`config.mk`:
```
export PLATFORM = sky130hd
export DESIGN_NAME = ctrd_core
export DESIGN_NICKNAME = d
export VERILOG_FILES = /design/src/core/ctrd_pkg.sv /design/src/core/ctrd_core.sv
export SDC_FILE = /design/constraint.sdc
export NUM_CORES = 1
export LEC_CHECK = 0
export ABC_CLOCK_PERIOD_IN_PS = 5500
export CAP_MARGIN = 0
export CORE_MARGIN = 3
export CORE_UTILIZATION = 55
export CTS_CLUSTER_SIZE = 30
export DETAILED_ROUTE_END_ITERATION = 12
export DONT_BUFFER_PORTS = 1
export PLACE_DENSITY_LB_ADDON = 0.05
export SETUP_SLACK_MARGIN = 0.2
export SYNTH_ARGS = -nofsm -noshare
export SYNTH_HDL_FRONTEND = slang
export SYNTH_SLANG_ARGS = --single-unit
```
`constraint.sdc`:
```
create_clock -name clk -period 5.5 [get_ports clk]
set_clock_uncertainty 0.2 [all_clocks]
set_input_delay 1.1 -clock clk [delete_from_list [all_inputs] [get_ports clk]]
set_output_delay 1.1 -clock clk [all_outputs]
set_load 0.1 [all_outputs]
```
`src/core/ctrd_pkg.sv`:
```
// Constants for the core timer run, direction and toggle latch block.
// Assumes one 40 MHz clock and an AHB-Lite register bus with 32-bit data.
package ctrd_pkg;
	// Register byte offsets
	localparam logic [7:0] OFS_CONTROL = 8'h00;
	localparam logic [7:0] OFS_COUNT = 8'h04;
	localparam logic [7:0] OFS_AUX_CFG = 8'h08;
	localparam logic [7:0] OFS_IRQ_STATUS = 8'h0C;
	localparam logic [7:0] OFS_IRQ_MASK = 8'h10;
	// Control register fields
	localparam int BIT_RDIR = 15;
	localparam int BIT_OTL = 10;
	localparam int BIT_OE = 9;
	localparam int BIT_UDE = 8;
	localparam int BIT_UD = 7;
	localparam int BIT_RUN = 6;
	localparam int MODE_LSB = 3;
	localparam int PARAM_LSB = 0;
	// Writable bits of control (reserved bits and rdir are masked off, not written)
	localparam logic [15:0] CTRL_WMASK = 16'h07FF;
	localparam logic [15:0] CTRL_RESET = 16'h0000;
	// Aux config bits
	localparam int BIT_A_RC = 0;
	localparam int BIT_B_RC = 1;
	// Interrupt status bits
	localparam int IRQ_OVF = 0;
	localparam int IRQ_UNF = 1;
	localparam logic [15:0] CNT_MAX = 16'hFFFF;
	localparam logic [15:0] CNT_ZERO = 16'h0000;
	// Mode encodings
	typedef enum logic [2:0] {
		MODE_TIMER = 3'h0,
		MODE_COUNTER = 3'h1,
		MODE_GATED_LO = 3'h2,
		MODE_GATED_HI = 3'h3,
		MODE_RSVD_4 = 3'h4,
		MODE_RSVD_5 = 3'h5,
		MODE_INC_ROT = 3'h6,
		MODE_INC_EDGE = 3'h7
	} ctrd_mode_t;
endpackage : ctrd_pkg

```
`src/core/ctrd_core.sv`:
```
// Core timer control: run, direction, mode/param fields, toggle latch, AHB-Lite slave.
// Assumes synchronous pins and a single AHB-Lite master; hready equals our hreadyout.
// Functional notes
// - Output enable drives pin with latch state
// - Output enable off holds pin high
// - Direction enable connects external direction input
// - Software direction bit: zero up, one down
// - Run bit stops or runs, all modes
// - Mode field bits five to three encoding
// - Gated mode counts when run and gate active
// - Input parameter field is mode dependent
// - Run bit also runs aux timers when enabled
// - Direction is pin XOR software when enabled
// - Direction changes accepted anytime
// - Overflow toggles latch, shadow follows one clock
// - Latch/shadow mismatch is an aux trigger edge
// - Software latch write sets both, no edge
// - Triggers usable as aux count or reload
// - Bit ten holds the toggle latch
// - Bit fifteen is read-only direction flag
module ctrd_core (
	input wire logic clk,
	input wire logic sys_rst,
	input wire logic hsel,
	input wire logic [31:0] haddr,
	input wire logic [1:0] htrans,
	input wire logic hwrite,
	input wire logic [2:0] hsize,
	input wire logic [31:0] hwdata,
	input wire logic hready,
	output logic [31:0] hrdata,
	output logic hreadyout,
	output logic hresp,
	input wire logic count_tick,
	input wire logic gate_input,
	input wire logic count_input,
	input wire logic ext_dir_input,
	output logic toggle_output_pin,
	output logic toggle_latch_out,
	output logic shadow_latch_out,
	output logic aux_trigger,
	output logic aux_a_run,
	output logic aux_b_run,
	output logic irq
);
	typedef struct packed {
		logic [15:0] ctrl;
		logic [15:0] count;
		logic [1:0] aux_cfg;
		logic [1:0] irq_status;
		logic [1:0] irq_mask;
		logic shadow;
		logic cnt_in_prev;
		logic wr_pend;
		logic [7:0] wr_addr;
		logic [31:0] rdata;
		logic ovf_pulse;
		logic unf_pulse;
		logic pin;
	} ctrd_state_t;

	ctrd_state_t st_ff;
	ctrd_state_t nxt_st;

	logic dir_down;
	logic gate_ok;
	logic cnt_edge;
	logic advance;
	logic [2:0] mode;
	logic [2:0] param;
	logic addr_phase;
	logic [15:0] wdata16;
	logic ctrl_wr;

	assign mode = st_ff.ctrl[ctrd_pkg::MODE_LSB +: 3];
	assign param = st_ff.ctrl[ctrd_pkg::PARAM_LSB +: 3];

	// Direction: software bit, optionally reversed by the pin
	always_comb begin
		if (st_ff.ctrl[ctrd_pkg::BIT_UDE]) begin
			dir_down = ext_dir_input ^ st_ff.ctrl[ctrd_pkg::BIT_UD];
		end else begin
			dir_down = st_ff.ctrl[ctrd_pkg::BIT_UD];
		end
	end

	// Count enable per mode, qualified by run bit
	always_comb begin
		gate_ok = 1'b0;
		cnt_edge = 1'b0;
		unique case (ctrd_pkg::ctrd_mode_t'(mode))
			ctrd_pkg::MODE_TIMER: gate_ok = count_tick;
			ctrd_pkg::MODE_GATED_LO: gate_ok = count_tick & ~gate_input;
			ctrd_pkg::MODE_GATED_HI: gate_ok = count_tick & gate_input;
			ctrd_pkg::MODE_COUNTER: begin
				// Edge select from input parameter field
				unique case (param)
					3'h1: cnt_edge = count_input & ~st_ff.cnt_in_prev;
					3'h2: cnt_edge = ~count_input & st_ff.cnt_in_prev;
					3'h3: cnt_edge = count_input ^ st_ff.cnt_in_prev;
					default: cnt_edge = 1'b0;
				endcase
				gate_ok = cnt_edge;
			end
			ctrd_pkg::MODE_INC_ROT, ctrd_pkg::MODE_INC_EDGE: begin
				gate_ok = (param != 3'h0) && (param[2] == 1'b0) && (count_input ^ st_ff.cnt_in_prev);
			end
			default: gate_ok = 1'b0; // Reserved modes never count
		endcase
		advance = st_ff.ctrl[ctrd_pkg::BIT_RUN] & gate_ok;
	end

	assign addr_phase = hsel & hready & htrans[1];
	assign wdata16 = hwdata[15:0];
	// Control write in its data phase; it reloads latch and shadow together
	assign ctrl_wr = st_ff.wr_pend && (st_ff.wr_addr == ctrd_pkg::OFS_CONTROL);

	// Write data arrives one cycle after its address, so the address waits in wr_addr
	// Next state: counter, latches, registers, bus
	always_comb begin
		nxt_st = st_ff;
		nxt_st.cnt_in_prev = count_input;
		nxt_st.ovf_pulse = 1'b0;
		nxt_st.unf_pulse = 1'b0;
		nxt_st.shadow = st_ff.ctrl[ctrd_pkg::BIT_OTL];
		nxt_st.ctrl[ctrd_pkg::BIT_RDIR] = dir_down;
		if (advance) begin
			if (dir_down) begin
				nxt_st.count = st_ff.count - 16'h0001;
				if (st_ff.count == ctrd_pkg::CNT_ZERO) begin
					nxt_st.unf_pulse = 1'b1;
				end
			end else begin
				nxt_st.count = st_ff.count + 16'h0001;
				if (st_ff.count == ctrd_pkg::CNT_MAX) begin
					nxt_st.ovf_pulse = 1'b1;
				end
			end
			if (nxt_st.ovf_pulse || nxt_st.unf_pulse) begin
				nxt_st.ctrl[ctrd_pkg::BIT_OTL] = ~st_ff.ctrl[ctrd_pkg::BIT_OTL];
			end
		end
		// A wrap in the same cycle as a clear must not be lost
		// Sticky interrupt flags, set beats clear
		if (st_ff.wr_pend && st_ff.wr_addr == ctrd_pkg::OFS_IRQ_STATUS) begin
			nxt_st.irq_status = st_ff.irq_status & ~hwdata[1:0];
		end
		if (nxt_st.ovf_pulse) begin
			nxt_st.irq_status[ctrd_pkg::IRQ_OVF] = 1'b1;
		end
		if (nxt_st.unf_pulse) begin
			nxt_st.irq_status[ctrd_pkg::IRQ_UNF] = 1'b1;
		end
		// Data phase of a write
		if (st_ff.wr_pend) begin
			unique case (st_ff.wr_addr)
				ctrd_pkg::OFS_CONTROL: begin
					nxt_st.ctrl = (wdata16 & ctrd_pkg::CTRL_WMASK) | {dir_down, 15'h0000};
					nxt_st.shadow = wdata16[ctrd_pkg::BIT_OTL];
				end
				ctrd_pkg::OFS_COUNT: nxt_st.count = wdata16; // CPU write wins over counting
				ctrd_pkg::OFS_AUX_CFG: nxt_st.aux_cfg = hwdata[1:0];
				ctrd_pkg::OFS_IRQ_MASK: nxt_st.irq_mask = hwdata[1:0];
				default: ;
			endcase
		end
		nxt_st.wr_pend = addr_phase & hwrite;
		nxt_st.wr_addr = {haddr[7:2], 2'b00};
		// Taken at the address edge so hrdata stands through the whole data phase
		// Read data captured in the address phase
		if (addr_phase && !hwrite) begin
			unique case ({haddr[7:2], 2'b00})
				ctrd_pkg::OFS_CONTROL: nxt_st.rdata = {16'h0000, st_ff.ctrl};
				ctrd_pkg::OFS_COUNT: nxt_st.rdata = {16'h0000, st_ff.count};
				ctrd_pkg::OFS_AUX_CFG: nxt_st.rdata = {30'h0, st_ff.aux_cfg};
				ctrd_pkg::OFS_IRQ_STATUS: nxt_st.rdata = {30'h0, st_ff.irq_status};
				ctrd_pkg::OFS_IRQ_MASK: nxt_st.rdata = {30'h0, st_ff.irq_mask};
				default: nxt_st.rdata = 32'h00000000;
			endcase
		end
		// Pin: latch state when enabled, else high
		nxt_st.pin = nxt_st.ctrl[ctrd_pkg::BIT_OE] ? nxt_st.ctrl[ctrd_pkg::BIT_OTL] : 1'b1;
	end

	// State register
	always_ff @(posedge clk or posedge sys_rst) begin
		if (sys_rst) begin
			st_ff <= '0;
			st_ff.pin <= 1'b1;
		end else begin
			st_ff <= nxt_st;
		end
	end

	assign hrdata = st_ff.rdata;
	assign hreadyout = 1'b1;
	assign hresp = 1'b0;
	assign toggle_output_pin = st_ff.pin;
	// Both latch levels go to the aux timers; a mismatch is their edge
	assign toggle_latch_out = st_ff.ctrl[ctrd_pkg::BIT_OTL];
	assign shadow_latch_out = st_ff.shadow;
	assign aux_trigger = st_ff.ctrl[ctrd_pkg::BIT_OTL] ^ st_ff.shadow;
	assign aux_a_run = st_ff.aux_cfg[ctrd_pkg::BIT_A_RC] & st_ff.ctrl[ctrd_pkg::BIT_RUN];
	assign aux_b_run = st_ff.aux_cfg[ctrd_pkg::BIT_B_RC] & st_ff.ctrl[ctrd_pkg::BIT_RUN];
	assign irq = |(st_ff.irq_status & st_ff.irq_mask);
endmodule : ctrd_core

```
==> results_dict.tcl, run 1 <==
set metrics [dict create \
    p_per_area_nw_per_um2 451 \
    drt-pass1-iter-count 4 \
    grt_pass1_wl_mm 13.3 \
    hold_path_startpoint "st_ff[76]" \
    htree_levels 3 \
    yosysMostFrequentCell "nand2_1" \
    grt_use_met1_pct 30.8 \
    path_class "reg2out" \
    post_cts_buffers 0 \
    grt-busiest-layer "met2" \
    whs_endpoint "st_ff[76]" \
    synth_top_area_share_pct 38.9 \
    grt_start_max_net_pins 61 \
    gr-usage-met3_pct 6.08 \
    clk_pin_slew_worst_paths_ns 0.07 \
    cellLeakagePower_uw 0.00171 \
    ir_worst_vdd_mv 0.252 \
    r2r-end "st_ff[64]" \
    cp_data_arrival_time_ns 2.35 \
    max_slew_margin_pct 22.9 \
    min_period_ns 3.65 \
    rows 29 \
    setup_tns_ns 0 \
    synth-async-reset-ratio_pct 100 \
    utilization_pct 59.8 \
    netSwitchingPower_uw 691 \
    r2r-start "st_ff[75]" \
    grt_setup_unrepaired "false" \
    grt_usage_pct 22.2 \
    drt-total-wl_mm 8.67 \
    yosys.area.top_type "dfrtp_1" \
    cts-root-buf "clkbuf_8" \
    numCtsBuffers 9 \
    cap_viol_max_count 0 \
    die_x_um 89.1 \
    clockPowerShare_pct 27.4 \
    synth-seq-area-share_pct 39.6 \
    via_count 2956 \
    path_delay_family "flip-flops" \
    ys_top_cells_by_count "69 x nand2_1, 59 x dfrtp_1, 36 x nor2_1" \
    path_buf_inv 0 \
    whs_path_depth 2 \
    fin_nets 509 \
    drive_gt1_share_pct 8.11 \
    hold_viol 0 \
    syn_avg_cell_area_sq_um 8.79 \
    overflow 0 \
    postRouteAntennaNets 0 \
    core_area_sq_um 6530 \
    finalSetupViolCount 0 \
    vias_per_cell 5.96 \
    gp_congestion 0.831 \
    ctsResizeCount 0 \
    synth_area_sq_um 3800 \
    first_global_vias 2646 \
    p_seq_share_pct 35.8 \
    reg2reg_setup_slack_ns 2.21 \
    fin_crit_sh_pct 66.4 \
    clock_latency_ns 0.34 \
    diodes 0 \
    ys_types 56 \
    synth_top_flop_cell "dfrtp_1" \
    path_cells "xor2_2" \
    synth_area_leaders "dfrtp_1 39%, buf_4 6.9%, nand2_1 6.8%, ha_1 5.3%, o21ai_0 4.1%" \
    antenna_found_initial 0 \
    worst_setup_path_end_kind "primary output" \
    fmax_ghz 0.274 \
    die_y_um 89.1 \
    drcViolationCount 0 \
    slowest_delay_ns 1.05 \
    cp_max_fo 5 \
    cts_hold_buf 0 \
    grt_use_met2_pct 34.2 \
    fillers 591 \
    finalMaxSlewViolations 0 \
    switching_share_pct 39.3 \
    synth-seq-cells 60 \
    initial_core_util_pct 58.1 \
    cts_buffer_depth 2 \
    synth-edff-count 0 \
    dieArea_sq_um 7940 \
    ios 119 \
    worstMarginPinSlew_ns 1.16 \
    cts_tree "yes" \
    place_hpwl_mm 6.22 \
    drt_iter0_drc 184 \
    rr_worst_depth 9 \
    hp-class "reg2reg" \
    p_int_uw 1070 \
    power_frac_comb_pct 36.9 \
    outcome "complete, no violations" \
    portBuffers 0 \
    synthToLayoutAreaGrowth_pct 2.87 \
    syn_inst 432 \
    worstSetupStartpointType "register" \
    clock-sinks 60 \
    cp.required_ns 4.20 \
    ys_warn_count 0 \
    wl_per_cell_um 17.5 \
    crit_slowest_cell "dfrtp_1" \
]
## through the flow
step / hold WS, ns / total power (uW) / setup WS, ns / std cells / cell area (sq um)
2_1_floorplan: 0.251 / 1150 / 1.49 / 448 / 3860
3_3_place_gp: 0.289 / 1250 / 1.70 / 480 / 3670
3_5_place_dp: 0.304 / 1270 / 1.60 / 480 / 3670
4_1_cts: 0.320 / 1760 / 1.83 / 496 / 3910
5_1_grt: 0.351 / 1870 / 1.70 / 496 / 3910
6_report: 0.322 / 1760 / 1.85 / 496 / 3910
## power groups by stage
stage	Clock, uW	Combinational [uW]	Sequential [uW]
4_1_cts	490	643	626
2_1_floorplan	0	562	587
5_1_grt	509	720	638
6_report	482	649	629
3_5_place_dp	0	636	634
3_3_place_gp	0	625	629
## worst min-delay path, cell delays in order (launching register included)
cell and delay [ns]:
dfrtp_1 0.37, nand2_1 0.06, nand2_1 0.06
## metal layers
layer / vias to the layer above / share of wire [%] / wire length [um]
li1: 1437 / - / -
met1: 1414 / 46 / 3990
met2: 95 / 45 / 3910
met3: 10 / 7.5 / 649
met4: 0 / 1.3 / 116
met5: - / 0 / 0
## cell type report
class | instances | area [sq um] | share of cell area [%]
clock inverters | 6 | 111 | 2.85
multi-input cells | 331 | 2010 | 51.5
repair buffers | 3 | 22.5 | 0.577
well taps | 77 | 96.3 | 2.47
inverters | 9 | 33.8 | 0.865
clock buffers | 10 | 128 | 3.27
flip-flops and latches | 60 | 1500 | 38.5
## cell families (layout without fill, tap and decap cells)
kind of cell	after synthesis	after routing	synth area share, %
DFF	60	60	39.6
adders and majority gates	17	17	5.80
and+or+nand+nor	167	167	21.4
AOI/OAI and AO/OA	104	104	17.5
other	2	18	0.198
xor gates and xnor gates	12	12	2.77
muxes	13	13	3.56
buffers and inverters	57	28	9.23
## cell usage in the layout, fill, tap and decap left out, drive strengths merged, types with 9 or more instances in the layout
cell and n:
mux2i 9, nand4 9, a22oi 11, ha 16, o21ai 33, dfrtp 59
a21oi 27, nor2 36, clkbuf 10, conb 18, nand2 69, inv 10
## worst max-delay path by stage
stage	startpoint	endpoint	slack, ns	cells past startpoint
after floorplan	ext_dir_input	st_ff[64]	1.49	10
after global placement	ext_dir_input	st_ff[64]	1.70	10
after detailed placement	ext_dir_input	st_ff[64]	1.60	10
after CTS	toggle_latch_out	aux_trigger	1.83	1
after global routing	ext_dir_input	st_ff[64]	1.70	10
final	toggle_latch_out	aux_trigger	1.85	1
## state kept, by name (all words and copies together), names as in the netlist
signal             flops
st_ff                 35
mode                   3
toggle_output_pin      1
toggle_latch_out       1
hrdata                16
shadow_latch_out       1
param                  3
No activity file was read; power rests on OpenSTA's default activity.
==> run 2, diff against run 1 <==
--- a/config.mk
+++ b/config.mk
@@ -5,7 +5,8 @@
 export SDC_FILE = /design/constraint.sdc
 export NUM_CORES = 1
 export LEC_CHECK = 0
-export ABC_CLOCK_PERIOD_IN_PS = 5500
+export ABC_AREA = 1
+export ABC_CLOCK_PERIOD_IN_PS = 3300
 export CAP_MARGIN = 0
 export CORE_MARGIN = 3
 export CORE_UTILIZATION = 55
==> constraint.sdc (replaced) <==
create_clock -name clk -period 3.3 [get_ports clk]
set_clock_uncertainty 0.2 [all_clocks]
set_input_delay 0.66 -clock clk [delete_from_list [all_inputs] [get_ports clk]]
set_output_delay 0.66 -clock clk [all_outputs]
set_load 0.1 [all_outputs]
==> run 2 against run 1 <==
Net effect: sequential power up 56%; routed wire length grew 8.7%; via count grew 13%; die area grew 4.5%; combinational power increased by 40%; cell count is 29% higher; critical endpoint is now st_ff[66].
==> results_dict.tcl, run 2 <==
set metrics [dict create \
    outcome "complete, no violations" \
    synth_top_flop_cell "dfrtp_1" \
    synthToLayoutAreaGrowth_pct 4.37 \
    synth_top_area_share_pct 37.1 \
    place_hpwl_mm 7.37 \
    drt-pass1-iter-count 6 \
    worstMarginPinSlew_ns 0.954 \
    fmax_ghz 0.385 \
    cellLeakagePower_uw 0.00213 \
    largest_reg_flops 35 \
    ios 119 \
    synth-async-reset-ratio_pct 100 \
    cp.required_ns 3.36 \
    syn_avg_cell_area_sq_um 7.29 \
    yosysMostFrequentCell "nand2_1" \
    slowest_delay_ns 0.39 \
    path_buf_inv 2 \
    via_count 3352 \
    ir_worst_vdd_mv 0.547 \
    crit_top_cell "nand2_1" \
    cts-root-buf "clkbuf_8" \
    synth-seq-area-share_pct 37.8 \
    worst_setup_path_end_kind "register" \
    path_cells "inv_1 > nand3_1 > nand2_1 > buf_4 > ha_1 > a21oi_1 > o21ai_1 > nand2_1 > nand2_1 > nand2_1 > nand2_1 > nand2_1 > nand3_1 > a21oi_1" \
    cp_max_fo 15 \
    crit_slowest_cell "dfrtp_1" \
    total_power_uw 2610 \
    clk_pin_slew_worst_paths_ns 0.07 \
    initial_core_util_pct 57.6 \
    wl_per_cell_um 14.7 \
    dieArea_sq_um 8290 \
    max_slew_margin_pct 35.9 \
    yosys.area.top_type "dfrtp_1" \
    ys_top_cells_by_count "148 x nand2_1, 64 x inv_1, 59 x dfrtp_1" \
    die_x_um 91.1 \
    drcViolationCount 0 \
    path_class "reg2reg" \
    clock_latency_ns 0.34 \
    synth-seq-cells 60 \
    worstSetupStartpointType "register" \
    grt_usage_pct 24.1 \
    placed_cells 622 \
    place_area_sq_um 3930 \
    synth-edff-count 0 \
    diodes 0 \
    gp_congestion 0.880 \
    die_y_um 91.1 \
    post_cts_buffers 0 \
    ys_types 37 \
    finalSetupViolCount 0 \
    core_area_sq_um 6910 \
    cap_viol_max_count 0 \
    cts_tree "yes" \
    grt_start_max_net_pins 30 \
    syn_inst 546 \
    postLayoutCellArea_sq_um 4150 \
    mostFrequentLayoutCell "nand2_1" \
    first_global_vias 3269 \
    final_cells 639 \
    fin_crit_sh_pct 78.7 \
    cp_data_arrival_time_ns 2.66 \
    layout_common_cells "148 x nand2_1, 63 x inv_1, 59 x dfrtp_1" \
    htree_levels 3 \
    clock-sinks 60 \
    largest_register "st_ff" \
    setup_tns_ns 0 \
    p_per_area_nw_per_um2 628 \
    portBuffers 0 \
    ys_warn_count 0 \
    finalMaxSlewViolations 0 \
    antenna_found_initial 0 \
    hp-class "in2reg" \
    synth_area_sq_um 3980 \
    grt_setup_unrepaired "false" \
    postRouteAntennaNets 0 \
    path_delay_family "simple AND/OR/NAND/NOR gates" \
    fin_nets 633 \
    min_period_ns 2.60 \
    drt-total-wl_mm 9.42 \
    vias_per_cell 5.25 \
    synth_area_leaders "dfrtp_1 37%, nand2_1 14%, buf_4 6.8%, inv_1 6.0%, ha_1 5.0%" \
    drt_iter0_drc 238 \
    hold_viol 0 \
    cts_buffer_depth 2 \
    grt_pass1_wl_mm 16.0 \
    numCtsBuffers 9 \
    drive_gt1_share_pct 8.47 \
    overflow 0 \
    rows 30 \
]
run 2: cell count changes in the layout (fill, tap and decap cells not counted), sizes merged, moves of 8 or more:
| cell | before | now |
|---|---|---|
| nand2 | 69 | 149 |
| a211oi | 8 | 0 |
| inv | 10 | 67 |
| nand3 | 5 | 30 |
| mux2i | 9 | 0 |
| nor2 | 36 | 55 |
run 2: layout make-up:
class	instances	area, sq um
fill	680	2750
multi-input combinational	388	1970
sequential	60	1500
inverter	68	255
clock buffer	9	124
tap	96	120
clock inverter	7	91.3
timing repair buffer	11	85.1
run 2: final timing paths:
path,start,endpoint,slack (ns),depth (start not counted)
max,st_ff[75],st_ff[66],0.70,14
min,haddr[4],st_ff[39],0.15,0
max reg2reg,st_ff[75],st_ff[66],0.70,14
min reg2reg,st_ff[48],st_ff[48],0.32,2
max in group asynchronous,sys_rst,st_ff[56],1.69,3
min in group asynchronous,sys_rst,hrdata[4],0.54,2
run 2: kinds of logic after synthesis:
logic type | count (synthesis) | share of synthesized area (%)
flops | 60 | 37.8
buf+inv | 114 | 14.7
xor+xnor | 9 | 1.98
compound gates | 85 | 12.1
simple gates | 256 | 26.9
fa+ha+maj | 17 | 5.53
other cells | 2 | 0.189
mux | 3 | 0.849
run 2: worst reg2reg max path, cell delays in order, from the launching register on:
cell     delay, ns
dfrtp_1       0.39
inv_1         0.08
nand3_1       0.08
nand2_1       0.16
buf_4         0.27
ha_1          0.31
a21oi_1       0.22
o21ai_1       0.18
nand2_1       0.09
nand2_1       0.10
nand2_1       0.11
nand2_1       0.05
nand2_1       0.06
nand3_1       0.08
a21oi_1       0.15
run 2: through the flow:
step	hold WS (ns)	setup slack (ns)	util, %
floorplan	0.253	0.509	-
global placement	0.297	0.547	56.9
detailed placement	0.307	0.515	56.9
CTS	0.131	0.718	60.1
global route	0.125	0.463	60.1
finish	0.150	0.704	60.1
run 2: routing by layer:
layer  GRT usage (%)  wire [um]  share of wire [%]  vias to the layer above
li1                -          -                  -                     1685
met1            32.7       4310                 46                     1530
met2            38.9       4310                 46                      127
met3            6.21        725                7.7                       10
met4            5.53         70               0.74                        0
met5               0          0                  0                        -
run 2: power breakdown:
group          switching, uW  internal [uW]
Combinational            596            312
Clock                    295            422
Sequential               173            811
run 2: timing repair:
action / in CTS / in global routing
endpoints found under the hold margin: 14 / 0
hold buffers: 1 / 0
gates resized for setup: 0 / 0
